`src/adhs_params.svh`:
```
// Constants for the ATA device-side host signalling port
// Function
// RULE1: RESET- pin returns device to reset
// RULE2: Registers on low byte, data 16 bits
// RULE3: Selected device drives INTRQ when pending
// RULE4: Decode DA address to register or data
// RULE5: CS0 command block, CS1 control block
// RULE6: DMACK masks chip selects, 16-bit transfers
// RULE7: DDMARDY- gives flow control in data-out
// RULE8: DSTROBE marks each data-in word
// RULE9: IOCS16- when data port addressed, ready
// RULE10: Device 1 asserts PDIAG- after diagnostics
// RULE11: DASP- multiplexes activity and Device 1 presence
// RULE12: Host DIOR- strobes reads, device drives
// RULE13: Host DIOW- strobes writes, device captures
// RULE14: Host HDMARDY- readiness during data-in burst
// RULE15: Host HSTROBE marks data-out words
// RULE16: Host STOP ends burst, device stops
// RULE17: Host DMACK- answers DMARQ, starts transfer
// RULE18: DMARQ only when ready to transfer
// RULE19: Negated IORDY stretches the PIO cycle
// RULE20: Drive data bus only for reads, bursts
`ifndef ADHS_PARAMS_SVH
`define ADHS_PARAMS_SVH

// Pin sample vector layout
`define ADHS_PIN_W        25
`define ADHS_PIN_DD_LO    0
`define ADHS_PIN_DD_HI    15
`define ADHS_PIN_DA_LO    16
`define ADHS_PIN_DA_HI    18
`define ADHS_PIN_DMACK_N  19
`define ADHS_PIN_DIOW_N   20
`define ADHS_PIN_DIOR_N   21
`define ADHS_PIN_CS1_N    22
`define ADHS_PIN_CS0_N    23
`define ADHS_PIN_RST_N    24

// Address of the data port within the command block
`define ADHS_DATA_DA      3'h0

// Reset values
`define ADHS_WORD_RESET   16'h0000
`define ADHS_PIN_RESET    25'h1FFFFFF

// Timing
`define ADHS_CLK_PERIOD_NS 100
`define ADHS_DASP_PRES_US  1000
`define ADHS_DASP_PRES_CYCLES (`ADHS_DASP_PRES_US * 1000 / `ADHS_CLK_PERIOD_NS)

// Buffer geometry
`define ADHS_FIFO_WIDTH   16
`define ADHS_FIFO_DEPTH   8

`endif

```
`src/adhs_pkg.sv`:
```
// Types shared by the ATA device-side host port
`include "adhs_params.svh"

package adhs_pkg;

	typedef logic [15:0] adhs_word_type;

	typedef enum logic [1:0] {
		ST_IDLE,
		ST_REQ,
		ST_OUT,
		ST_IN
	} adhs_dma_state_type;

	typedef struct packed {
		logic [`ADHS_PIN_W-1:0] s1;
		logic [`ADHS_PIN_W-1:0] s2;
		logic [`ADHS_PIN_W-1:0] prv;
		logic                   dev1;
		logic [15:0]            pres_cnt;
		logic                   pres;
		adhs_word_type          tx_word;
		logic                   tx_full;
		logic                   tx_rdy;
		logic                   rd_done;
		adhs_dma_state_type     st;
		logic                   dir_in;
		logic                   dphase;
		logic                   dstb;
		adhs_word_type          dd_out;
		logic                   dd_oe_n;
		logic                   pin27;
		logic                   dmarq;
		logic                   intrq;
		logic                   intrq_oe_n;
		logic                   iocs_oe_n;
		logic                   pdiag_oe_n;
		logic                   dasp_oe_n;
		logic                   reg_wr;
		logic                   reg_rd;
		logic [3:0]             reg_addr;
		logic [7:0]             reg_wdata;
		logic                   push;
		adhs_word_type          push_data;
	} adhs_state_type;

	// Reset value of the port state; released pins and idle strobes
	function automatic adhs_state_type adhs_reset_state();
		adhs_state_type r;
		r = '0;
		r.s1 = `ADHS_PIN_RESET;
		r.s2 = `ADHS_PIN_RESET;
		r.prv = `ADHS_PIN_RESET;
		r.tx_word = `ADHS_WORD_RESET;
		r.dd_out = `ADHS_WORD_RESET;
		r.push_data = `ADHS_WORD_RESET;
		r.st = ST_IDLE;
		r.dd_oe_n = 1'b1;
		r.pin27 = 1'b1;
		r.intrq_oe_n = 1'b1;
		r.iocs_oe_n = 1'b1;
		r.pdiag_oe_n = 1'b1;
		r.dasp_oe_n = 1'b1;
		r.pres = 1'b1;
		return r;
	endfunction

endpackage

```
`src/adhs_fifo_if.sv`:
```
// Carrier between the port logic and its receive buffer
`timescale 1ns/10ps
`default_nettype none

interface adhs_fifo_if #(
	parameter int W     = 16,
	parameter int DEPTH = 8
);
	localparam int CW = $clog2(DEPTH + 1);

	logic [W-1:0]  wdata;
	logic          wvalid;
	logic          wready;
	logic [W-1:0]  rdata;
	logic          rvalid;
	logic          rready;
	logic [CW-1:0] count;

	modport user (
		output wdata,
		output wvalid,
		output rready,
		input  wready,
		input  rdata,
		input  rvalid,
		input  count
	);

	modport store (
		input  wdata,
		input  wvalid,
		input  rready,
		output wready,
		output rdata,
		output rvalid,
		output count
	);
endinterface

`default_nettype wire

```
`src/adhs_fifo.sv`:
```
// Receive buffer for host-to-device data words
`timescale 1ns/10ps
`default_nettype none

module adhs_fifo #(
	parameter int W     = 16,
	parameter int DEPTH = 8
) (
	// Clock and reset
	input  wire logic clk_i,
	input  wire logic reset_i,
	// Buffer ports
	adhs_fifo_if.store f
);
	import adhs_pkg::*;

	localparam int AW = $clog2(DEPTH);
	localparam int CW = $clog2(DEPTH + 1);

	typedef struct packed {
		logic [DEPTH-1:0][W-1:0] mem;
		logic [AW-1:0]           wp;
		logic [AW-1:0]           rp;
		logic [CW-1:0]           cnt;
	} adhs_fifo_state_type;

	adhs_fifo_state_type q;
	adhs_fifo_state_type d;
	logic                wr;
	logic                rd;

	// Pointers wrap by width, so DEPTH must be a power of two
	always_comb begin
		d = q;
		wr = f.wvalid && (q.cnt != CW'(DEPTH));
		rd = f.rready && (q.cnt != '0);
		if (wr) begin
			d.mem[q.wp] = f.wdata;
			d.wp = q.wp + 1'b1;
		end
		if (rd) begin
			d.rp = q.rp + 1'b1;
		end
		if (wr && !rd) begin
			d.cnt = q.cnt + 1'b1;
		end else if (rd && !wr) begin
			d.cnt = q.cnt - 1'b1;
		end
	end

	// State register
	always_ff @(posedge clk_i) begin
		if (reset_i) begin
			q <= '0;
		end else begin
			q <= d;
		end
	end

	// Honest flags straight from the count
	assign f.wready = (q.cnt != CW'(DEPTH));
	assign f.rvalid = (q.cnt != '0);
	assign f.rdata  = q.mem[q.rp];
	assign f.count  = q.cnt;
endmodule

`default_nettype wire

```
`src/adhs_port.sv`:
```
// Device-side ATA host port: PIO, register strobes, Ultra DMA, status pins
`timescale 1ns/10ps
`default_nettype none
`include "adhs_params.svh"

module adhs_port #(
	parameter int FIFO_DEPTH  = `ADHS_FIFO_DEPTH,
	parameter int PRES_CYCLES = `ADHS_DASP_PRES_CYCLES
) (
	// Clock and reset
	input  wire logic                  clk_i,
	input  wire logic                  reset_i,
	// Host pins, inputs
	input  wire logic                  reset_n_i,
	input  wire logic [2:0]            da_i,
	input  wire logic                  cs0_n_i,
	input  wire logic                  cs1_n_i,
	input  wire logic                  dior_n_i,
	input  wire logic                  diow_n_i,
	input  wire logic                  dmack_n_i,
	// Host data bus, three signals
	input  wire adhs_pkg::adhs_word_type dd_i,
	output var  adhs_pkg::adhs_word_type dd_o,
	output var  logic                  dd_oe_n_o,
	// Host pins, outputs
	output var  logic                  dmarq_o,
	output var  logic                  iordy_o,
	output var  logic                  intrq_o,
	output var  logic                  intrq_oe_n_o,
	output var  logic                  iocs16_n_o,
	output var  logic                  iocs16_oe_n_o,
	// Open-drain status pins
	input  wire logic                  pdiag_n_i,
	output var  logic                  pdiag_n_o,
	output var  logic                  pdiag_oe_n_o,
	input  wire logic                  dasp_n_i,
	output var  logic                  dasp_n_o,
	output var  logic                  dasp_oe_n_o,
	// Device status from the core
	input  wire logic                  dev1_strap_i,
	input  wire logic                  selected_i,
	input  wire logic                  irq_pending_i,
	input  wire logic                  diag_done_i,
	input  wire logic                  active_i,
	// Register access toward the core
	output var  logic                  reg_wr_o,
	output var  logic                  reg_rd_o,
	output var  logic [3:0]            reg_addr_o,
	output var  logic [7:0]            reg_wdata_o,
	input  wire logic [7:0]            reg_rdata_i,
	// Words from the core toward the host
	input  wire adhs_pkg::adhs_word_type tx_data_i,
	input  wire logic                  tx_valid_i,
	output var  logic                  tx_ready_o,
	// Words from the host toward the core
	output var  adhs_pkg::adhs_word_type rx_data_o,
	output var  logic                  rx_valid_o,
	input  wire logic                  rx_ready_i,
	// DMA request from the core
	input  wire logic                  dma_req_i,
	input  wire logic                  dma_dir_in_i
);
	import adhs_pkg::*;

	localparam int CW = $clog2(FIFO_DEPTH + 1);

	adhs_state_type         q;
	adhs_state_type         d;
	logic [`ADHS_PIN_W-1:0] pins_raw;
	logic                   dma;
	logic                   cs0;
	logic                   cs1;
	logic                   sel;
	logic                   data_port;
	logic                   rd_level;
	logic                   wr_level;
	logic                   wr_rise;
	logic                   stop;
	logic                   hstb_edge;
	logic                   room;
	adhs_word_type          dd_s;

	adhs_fifo_if #(.W(`ADHS_FIFO_WIDTH), .DEPTH(FIFO_DEPTH)) rxf ();

	// Receive buffer; its fill-side ready throttles the host by IORDY, its fill count by DDMARDY-
	adhs_fifo #(
		.W     (`ADHS_FIFO_WIDTH),
		.DEPTH (FIFO_DEPTH)
	) u_rx_fifo (
		.clk_i   (clk_i),
		.reset_i (reset_i),
		.f       (rxf.store)
	);

	// All host pins pass two flip-flops before use
	assign pins_raw = {reset_n_i, cs0_n_i, cs1_n_i, dior_n_i, diow_n_i, dmack_n_i, da_i, dd_i};

	// Decode from the second sync stage; edges compare it with the stage after
	always_comb begin
		dd_s      = q.s2[`ADHS_PIN_DD_HI:`ADHS_PIN_DD_LO];
		dma       = !q.s2[`ADHS_PIN_DMACK_N];
		cs0       = !q.s2[`ADHS_PIN_CS0_N] && !dma;  // Selects ignored under DMACK- [RULE6]
		cs1       = !q.s2[`ADHS_PIN_CS1_N] && !dma;  // [RULE5]
		sel       = cs0 ^ cs1;
		data_port = cs0 && !cs1 &&
			(q.s2[`ADHS_PIN_DA_HI:`ADHS_PIN_DA_LO] == `ADHS_DATA_DA);  // [RULE4]
		rd_level  = !q.s2[`ADHS_PIN_DIOR_N] && !dma;
		wr_level  = !q.s2[`ADHS_PIN_DIOW_N] && !dma;
		wr_rise   = !q.prv[`ADHS_PIN_DIOW_N] && q.s2[`ADHS_PIN_DIOW_N] && !dma;
		stop      = q.s2[`ADHS_PIN_DIOW_N];
		hstb_edge = q.s2[`ADHS_PIN_DIOR_N] != q.prv[`ADHS_PIN_DIOR_N];
		// Two words of slack cover strobes already in flight
		room      = rxf.count <= CW'(FIFO_DEPTH - 2);
	end

	// Next-state logic for the whole port
	always_comb begin
		d = q;
		d.s1 = pins_raw;
		d.s2 = q.s1;
		d.prv = q.s2;
		d.reg_wr = 1'b0;
		d.reg_rd = 1'b0;
		d.push = 1'b0;

		// Accept a word from the core into the single transmit holding register
		if (tx_valid_i && !q.tx_full) begin
			d.tx_word = tx_data_i;
			d.tx_full = 1'b1;
		end

		// PIO read: data port gives a full word, registers the low byte
		if (!rd_level) begin
			d.rd_done = 1'b0;
		end else if (sel && !q.rd_done) begin
			if (data_port) begin
				if (q.tx_full) begin
					d.dd_out = q.tx_word;  // [RULE2] [RULE12]
					d.tx_full = 1'b0;
					d.rd_done = 1'b1;
				end
			end else begin
				d.reg_rd = 1'b1;  // [RULE12]
				d.reg_addr = {cs1, q.s2[`ADHS_PIN_DA_HI:`ADHS_PIN_DA_LO]};
				d.rd_done = 1'b1;
			end
		end
		// Register data follows the core while the strobe is held
		if (rd_level && sel && !data_port) begin
			d.dd_out = {8'h00, reg_rdata_i};  // [RULE2]
		end

		// PIO write completes on the trailing edge of DIOW-
		if (wr_rise && sel) begin
			if (data_port) begin
				d.push = 1'b1;  // [RULE13]
				d.push_data = dd_s;
			end else begin
				d.reg_wr = 1'b1;  // [RULE13]
				d.reg_addr = {cs1, q.s2[`ADHS_PIN_DA_HI:`ADHS_PIN_DA_LO]};
				d.reg_wdata = dd_s[7:0];  // [RULE2]
			end
		end

		// Bus driven only inside a read strobe outside bursts
		d.dd_oe_n = !(rd_level && sel);  // [RULE20]
		// Hold IORDY low until the data port can complete the cycle
		d.pin27 = !((rd_level && data_port && !d.rd_done) ||
			(wr_level && data_port && !rxf.wready));  // [RULE19]

		// Ultra DMA sequencing
		unique case (q.st)
			ST_IDLE: begin
				d.dmarq = 1'b0;
				if (dma_req_i && (dma_dir_in_i ? q.tx_full : room)) begin
					d.dmarq = 1'b1;  // [RULE18]
					d.dir_in = dma_dir_in_i;
					d.st = ST_REQ;
				end
			end
			ST_REQ: begin
				if (!dma_req_i) begin
					d.dmarq = 1'b0;
					d.st = ST_IDLE;
				end else if (dma && !stop) begin
					// Burst starts only once the host acknowledges [RULE17]
					d.st = q.dir_in ? ST_IN : ST_OUT;
					d.dphase = 1'b0;
					// Strobe starts at the idle pin level, so entry makes no false edge
					d.dstb = 1'b1;
				end
			end
			ST_OUT: begin
				d.pin27 = !room;  // Low means ready for more [RULE7]
				if (hstb_edge) begin
					d.push = 1'b1;  // Both strobe edges carry a word [RULE15]
					d.push_data = dd_s;  // [RULE6]
				end
				if (stop || !dma) begin
					d.dmarq = 1'b0;  // [RULE16]
					d.st = ST_IDLE;
				end
			end
			ST_IN: begin
				d.dd_oe_n = 1'b0;  // [RULE20]
				if (q.dphase) begin
					// Data has stood one cycle before the strobe edge
					d.dstb = !q.dstb;  // [RULE8]
					d.dphase = 1'b0;
				end else if (q.tx_full && !q.s2[`ADHS_PIN_DIOR_N]) begin
					d.dd_out = q.tx_word;  // Only while host is ready [RULE14]
					d.tx_full = 1'b0;
					d.dphase = 1'b1;
				end
				d.pin27 = d.dstb;
				if (stop || !dma) begin
					d.dmarq = 1'b0;  // [RULE16]
					d.dd_oe_n = 1'b1;
					d.pin27 = 1'b1;
					d.st = ST_IDLE;
				end
			end
		endcase

		d.tx_rdy = !d.tx_full;

		// Only the selected device drives INTRQ
		d.intrq = irq_pending_i;  // [RULE3]
		d.intrq_oe_n = !selected_i;  // [RULE3]

		// IOCS16- only when the data port can move a word now
		d.iocs_oe_n = !(data_port && (q.tx_full || room));  // [RULE9]

		// Device 1 reports finished diagnostics
		d.pdiag_oe_n = !(q.dev1 && diag_done_i);  // [RULE10]

		// Presence window after reset, then activity
		if (q.pres) begin
			if (q.pres_cnt == 16'(PRES_CYCLES - 1)) begin
				d.pres = 1'b0;
			end else begin
				d.pres_cnt = q.pres_cnt + 16'h0001;
			end
		end
		d.dasp_oe_n = !(q.pres ? q.dev1 : active_i);  // [RULE11]

		// Host hardware reset clears everything but the synchronisers and the receive buffer
		if (!q.s2[`ADHS_PIN_RST_N]) begin
			d = adhs_reset_state();  // [RULE1]
			d.s1 = pins_raw;
			d.s2 = q.s1;
			d.prv = q.s2;
			d.dev1 = dev1_strap_i;  // Strap caught while reset holds
		end
	end

	// State register
	always_ff @(posedge clk_i) begin
		if (reset_i) begin
			q <= adhs_reset_state();
		end else begin
			q <= d;
		end
	end

	// Buffer connections
	assign rxf.wdata  = q.push_data;
	assign rxf.wvalid = q.push;
	assign rxf.rready = rx_ready_i;

	// Outputs from the state register; the open-drain pin levels are tied low
	assign dd_o          = q.dd_out;
	assign dd_oe_n_o     = q.dd_oe_n;
	assign dmarq_o       = q.dmarq;
	assign iordy_o       = q.pin27;
	assign intrq_o       = q.intrq;
	assign intrq_oe_n_o  = q.intrq_oe_n;
	assign iocs16_n_o    = 1'b0;
	assign iocs16_oe_n_o = q.iocs_oe_n;
	assign pdiag_n_o     = 1'b0;
	assign pdiag_oe_n_o  = q.pdiag_oe_n;
	assign dasp_n_o      = 1'b0;
	assign dasp_oe_n_o   = q.dasp_oe_n;
	assign reg_wr_o      = q.reg_wr;
	assign reg_rd_o      = q.reg_rd;
	assign reg_addr_o    = q.reg_addr;
	assign reg_wdata_o   = q.reg_wdata;
	assign tx_ready_o    = q.tx_rdy;
	// Buffer head is read straight from its storage flops
	assign rx_data_o     = rxf.rdata;
	assign rx_valid_o    = rxf.rvalid;
endmodule

`default_nettype wire

```
`config.mk`:
```
export PLATFORM = sky130hd
export DESIGN_NAME = adhs_port
export DESIGN_NICKNAME = d
export VERILOG_FILES = /design/src/adhs_pkg.sv /design/src/adhs_fifo_if.sv /design/src/adhs_fifo.sv /design/src/adhs_port.sv
export VERILOG_INCLUDE_DIRS = /design/src
export SDC_FILE = /design/constraint.sdc
export NUM_CORES = 1
export LEC_CHECK = 0
export BUFFER_PORTS_ARGS = -buffer_cell sky130_fd_sc_hd__buf_2
export CELL_PAD_IN_SITES_DETAIL_PLACEMENT = 0
export CELL_PAD_IN_SITES_GLOBAL_PLACEMENT = 1
export CORE_MARGIN = 5
export CORE_UTILIZATION = 45
export DETAILED_ROUTE_END_ITERATION = 8
export PLACE_DENSITY = 0.85
export SETUP_SLACK_MARGIN = 0.15
export SYNTH_ARGS = -nofsm -noshare
export SYNTH_HDL_FRONTEND = slang
export SYNTH_SLANG_ARGS = --single-unit
export TNS_END_PERCENT = 100
```
`constraint.sdc`:
```
create_clock -name clk_i -period 4 [get_ports clk_i]
set_input_delay 0.2 -clock clk_i [delete_from_list [all_inputs] [get_ports clk_i]]
set_output_delay 0.2 -clock clk_i [all_outputs]
set_load 0.02 [all_outputs]
```
==> report_table.html <==
<table>
<tr><th>Metric</th><th>Value</th></tr>
<tr><th colspan="2">Layout</th></tr>
<tr><td>Final antenna diode count</td><td>0</td></tr>
<tr><td>Final design area excluding fillers</td><td>13700 sq um</td></tr>
<tr><td>Count of non-filler cells in the finished layout</td><td>1587</td></tr>
<tr><td>Area growth, synth to finish</td><td>15.6%</td></tr>
<tr><td>Ratio of cells with drive above 1 in the final layout</td><td>23.9%</td></tr>
<tr><td>Net count of the finished layout</td><td>1302</td></tr>
<tr><td>Top library cells by usage in the layout, fill and taps aside</td><td>dfxtp_1 (286), nor2_1 (174), mux2i_1 (156)</td></tr>
<tr><td>Most common cell after layout, fill and taps aside</td><td>dfxtp_1</td></tr>
<tr><th colspan="2">Job</th></tr>
<tr><td>Number of violations of the max-capacitance limit</td><td>0</td></tr>
<tr><th colspan="2">Worst setup path</th></tr>
<tr><td>Critical register-to-register path startpoint</td><td>u_rx_fifo.f.count[0]</td></tr>
<tr><td>Crit path DAT</td><td>3330 ps</td></tr>
<tr><td>Capturing element type of the critical path</td><td>flip-flop</td></tr>
<tr><td>Critical setup path kind</td><td>reg -&gt; reg</td></tr>
<tr><td>Path depth of the worst reg2reg path</td><td>10</td></tr>
<tr><td>CP Max Fanout</td><td>12</td></tr>
<tr><td>Destination of the worst register-to-register timing path</td><td>u_rx_fifo.f.count[3]</td></tr>
<tr><td>Required time of the critical path</td><td>4430 ps</td></tr>
<tr><td>Critical path startpoint category</td><td>flip-flop</td></tr>
<tr><td>Flop-to-flop setup slack</td><td>1100 ps</td></tr>
<tr><th colspan="2">Timing</th></tr>
<tr><td>Setup Viol. Count Final</td><td>0</td></tr>
<tr><td>Post-route minimum period</td><td>2900 ps</td></tr>
<tr><td>Part of the cycle the worst path needs</td><td>72.5%</td></tr>
<tr><td>Max Slew Vio Count</td><td>0</td></tr>
<tr><td>Transition time at the pin with the least slew margin</td><td>1200 ps</td></tr>
<tr><td>Tightest slew margin relative to the limit</td><td>19.8%</td></tr>
<tr><td>Sum of negative setup slack</td><td>0 ps</td></tr>
<tr><td>FMAX</td><td>345 MHz</td></tr>
<tr><td>Hold Vio Cnt, Final</td><td>0</td></tr>
<tr><td>Setup repair after global routing missed its margin</td><td>false</td></tr>
<tr><td>Fin Clk Skew</td><td>13.2 ps</td></tr>
<tr><td>Post-route worst hold slack</td><td>39.0 ps</td></tr>
<tr><th colspan="2">Logic synthesis</th></tr>
<tr><td>Post-synth ARST share</td><td>0%</td></tr>
<tr><td>Top_reg_cell synth</td><td>dfxtp_1</td></tr>
<tr><td>Seq/Total Area, Yosys</td><td>48.5%</td></tr>
<tr><td>Xor/xnor share of the synthesized area</td><td>0.665%</td></tr>
<tr><td>Combinational family with the most area after synthesis</td><td>multiplexers</td></tr>
<tr><td>Post-synthesis area per instance</td><td>10.4 sq um</td></tr>
<tr><td>Main area contributors after synthesis</td><td>dfxtp_1 (48%), mux2i_1 (13%), mux4_2 (6.1%)</td></tr>
<tr><td>Flop and latch count out of synthesis</td><td>287</td></tr>
<tr><td>Synthesized-area fraction occupied by and/or/nand/nor cells</td><td>16.8%</td></tr>
<tr><td>Number of warnings issued by yosys</td><td>0</td></tr>
<tr><td>Cell taking the most area after synthesis</td><td>dfxtp_1</td></tr>
<tr><td>Post-Synth Adder-Cell Area</td><td>0.907%</td></tr>
<tr><td>Fraction of post-synthesis cell area in the top cell type by area</td><td>48.5%</td></tr>
<tr><td>Cells after synthesis</td><td>1143</td></tr>
<tr><td>Compound-Gate Fraction of Synth Area</td><td>6.08%</td></tr>
<tr><td>Number of enable-type register cells in the synthesized netlist</td><td>0</td></tr>
<tr><td>Distinct cell type count of the synthesized netlist</td><td>65</td></tr>
<tr><td>Combined area of all synthesized cells</td><td>11900 sq um</td></tr>
<tr><td>Multiplexer share of the synthesized area</td><td>21.0%</td></tr>
<tr><th colspan="2">Floorplanning</th></tr>
<tr><td>Total Die Area</td><td>29700 sq um</td></tr>
<tr><td>Die boundary height</td><td>172 um</td></tr>
<tr><td>Chip width</td><td>172 um</td></tr>
<tr><td>I/O pin cnt</td><td>121</td></tr>
<tr><td>Number of core rows</td><td>59</td></tr>
<tr><td>Placeable Area</td><td>26000 sq um</td></tr>
<tr><td>Effective utilization at floorplan</td><td>45.6%</td></tr>
<tr><th colspan="2">Global routing</th></tr>
<tr><td>Total global-route track usage</td><td>16.4%</td></tr>
<tr><td>Met1 usage in global routing</td><td>23.3%</td></tr>
<tr><td>GR met2 Demand/Resource</td><td>26.8%</td></tr>
<tr><td>Wire length of the first global-routing pass</td><td>40200 um</td></tr>
<tr><td>Aggregate global routing overflow</td><td>0</td></tr>
<tr><td>Number of antenna violations at the first check in global routing</td><td>0</td></tr>
<tr><td>Vias in the first global route</td><td>7816</td></tr>
<tr><td>Met3 routing resource usage after global routing</td><td>2.72%</td></tr>
<tr><td>Largest net degree at the start of global routing</td><td>102</td></tr>
<tr><td>Most crowded layer after global routing</td><td>met2</td></tr>
<tr><th colspan="2">Placement</th></tr>
<tr><td>Placed cells</td><td>1483</td></tr>
<tr><td>Count of port buffers added during placement</td><td>115</td></tr>
<tr><td>Detailed placement HPWL</td><td>14800 um</td></tr>
<tr><td>Post-detailed-placement cell area</td><td>12300 sq um</td></tr>
<tr><td>Routability congestion estimate from global placement</td><td>0.762</td></tr>
<tr><th colspan="2">Min path</th></tr>
<tr><td>Worst hold path startpoint</td><td>reg_rdata_i[5]</td></tr>
<tr><td>Destination of the worst hold path</td><td>dd_o[5]</td></tr>
<tr><td>Class of the tightest hold or removal check</td><td>in -&gt; reg</td></tr>
<tr><td>Worst Hold Path Cells</td><td>3</td></tr>
<tr><th colspan="2">Drt</th></tr>
<tr><td>Count of TritonRoute iterations in the first routing pass</td><td>7</td></tr>
<tr><td>Routed WL per cell</td><td>15.4 um</td></tr>
<tr><td>Final antenna-violating net count</td><td>0</td></tr>
<tr><td>Remaining routing DRC violations</td><td>0</td></tr>
<tr><td>Vias post-DR</td><td>8118</td></tr>
<tr><td>Detailed Route WL</td><td>24400 um</td></tr>
<tr><td>Vias per Instance</td><td>5.12</td></tr>
<tr><td>Number of violations reported at the end of detailed-routing iteration 0</td><td>524</td></tr>
<tr><th colspan="2">Clocking</th></tr>
<tr><td>Post-CTS Setup Repair Bufs</td><td>0</td></tr>
<tr><td>Number of H-tree levels</td><td>1</td></tr>
<tr><td>Clock root buffer</td><td>clkbuf_16</td></tr>
<tr><td>Clock buffer count from CTS</td><td>30</td></tr>
<tr><td>Clk sink count</td><td>287</td></tr>
<tr><td>Hold Buf Count CTS</td><td>52</td></tr>
<tr><td>Post-cts gate resize count</td><td>0</td></tr>
<tr><td>Worst-path clk slew</td><td>60 ps</td></tr>
<tr><td>Longest Clk Path Bufs</td><td>3</td></tr>
<tr><td>CTS tree</td><td>yes</td></tr>
<tr><td>Insertion delay of the later-clocked pin in the worst-skew pair</td><td>540 ps</td></tr>
<tr><th colspan="2">Power and ir drop</th></tr>
<tr><td>VDD IR max</td><td>0.000328 V</td></tr>
<tr><td>Sw frac</td><td>23.4%</td></tr>
<tr><td>Leak pwr</td><td>6.20 nW</td></tr>
<tr><td>PD cells</td><td>450 nW/um^2</td></tr>
<tr><td>Share of total power in combinational logic</td><td>9.9%</td></tr>
<tr><td>Clock network fraction of total power</td><td>41.6%</td></tr>
<tr><td>Cell internal power dissipation</td><td>4.73 mW</td></tr>
<tr><td>Seq pwr share</td><td>48.4%</td></tr>
<tr><td>Total power after layout</td><td>6.17 mW</td></tr>
<tr><td>Power spent charging and discharging nets</td><td>1.44 mW</td></tr>
<tr><th colspan="2">Status</th></tr>
<tr><td>Status</td><td>finished clean</td></tr>
</table>
## routing by layer
layer	vias up	part of all wire, %
li1	4079	-
met5	-	0
met4	0	1.4
met3	30	4.4
met2	149	47
met1	3860	47
## worst max-delay path, cell delays in order (launching register included)
cell	delay, ps
dfxtp_1	370
or4b_4	700
nand2_1	170
inv_1	60
ha_1	190
inv_1	140
ha_1	250
a21o_1	170
a21oi_1	170
mux2i_1	230
mux2_2	340
## cell usage after synthesis (all sizes together) (11+ instances only)
library cell,count
or4,12
mux4,32
o21a,11
nand3,22
a21oi,45
nor2,174
clkbuf,56
or2,55
dfxtp,287
mux2,18
nand2,81
buf,67
mux2i,156
## power by group through the flow
stage                     Combinational, mW  Sequential [mW]  Clock [mW]
after global placement                0.576             3.05           0
final                                 0.613             2.99        2.57
after CTS                             0.626             2.99        2.64
after global routing                  0.683             3.00        2.78
after floorplan                       0.465             3.03           0
after detailed placement              0.585             3.05           0
## through the flow
| step | utilization [%] | setup WS [ps] |
|---|---|---|
| CTS | 52.7 | 1080 |
| floorplan | - | 1270 |
| global placement | 47.2 | 1130 |
| finish | 52.7 | 1100 |
| global route | 52.7 | 906 |
| detailed placement | 47.2 | 1110 |
## logic make-up after synthesis
family          after synthesis
flops                       287
other cells                   1
xor+xnor                      9
mux                         206
compound gates              103
simple gates                400
buf+inv                     129
fa+ha+maj                     8
## how the worst max path moves through the flow
stage,start,end
floorplan,u_rx_fifo.f.count[0],u_rx_fifo.f.count[3]
global placement,u_rx_fifo.f.count[0],u_rx_fifo.f.count[3]
detailed placement,u_rx_fifo.f.count[0],u_rx_fifo.f.count[3]
CTS,u_rx_fifo.f.count[0],u_rx_fifo.f.count[3]
global route,u_rx_fifo.f.count[0],u_rx_fifo.f.count[3]
finish,u_rx_fifo.f.count[0],u_rx_fifo.f.count[3]
## flip-flops by register name, summed over array words and instances (netlist names), 4 cells and up
signal and cells:
reg_addr_o 4, dd_o 16, reg_wdata_o 8, dd_s 16
rxf.wdata 16, u_rx_fifo.q 134, u_rx_fifo.f.count 4, q 77
## final cells by class
cell class | instances | area [sq um]
fill | 2321 | 12300
clock buffer | 47 | 896
sequential | 287 | 5750
timing repair buffer | 178 | 1190
inverter | 6 | 22.5
tap | 335 | 419
multi-input combinational | 729 | 5400
clock inverter | 5 | 25.0
Note: power is estimated with default switching activity, not from simulation.
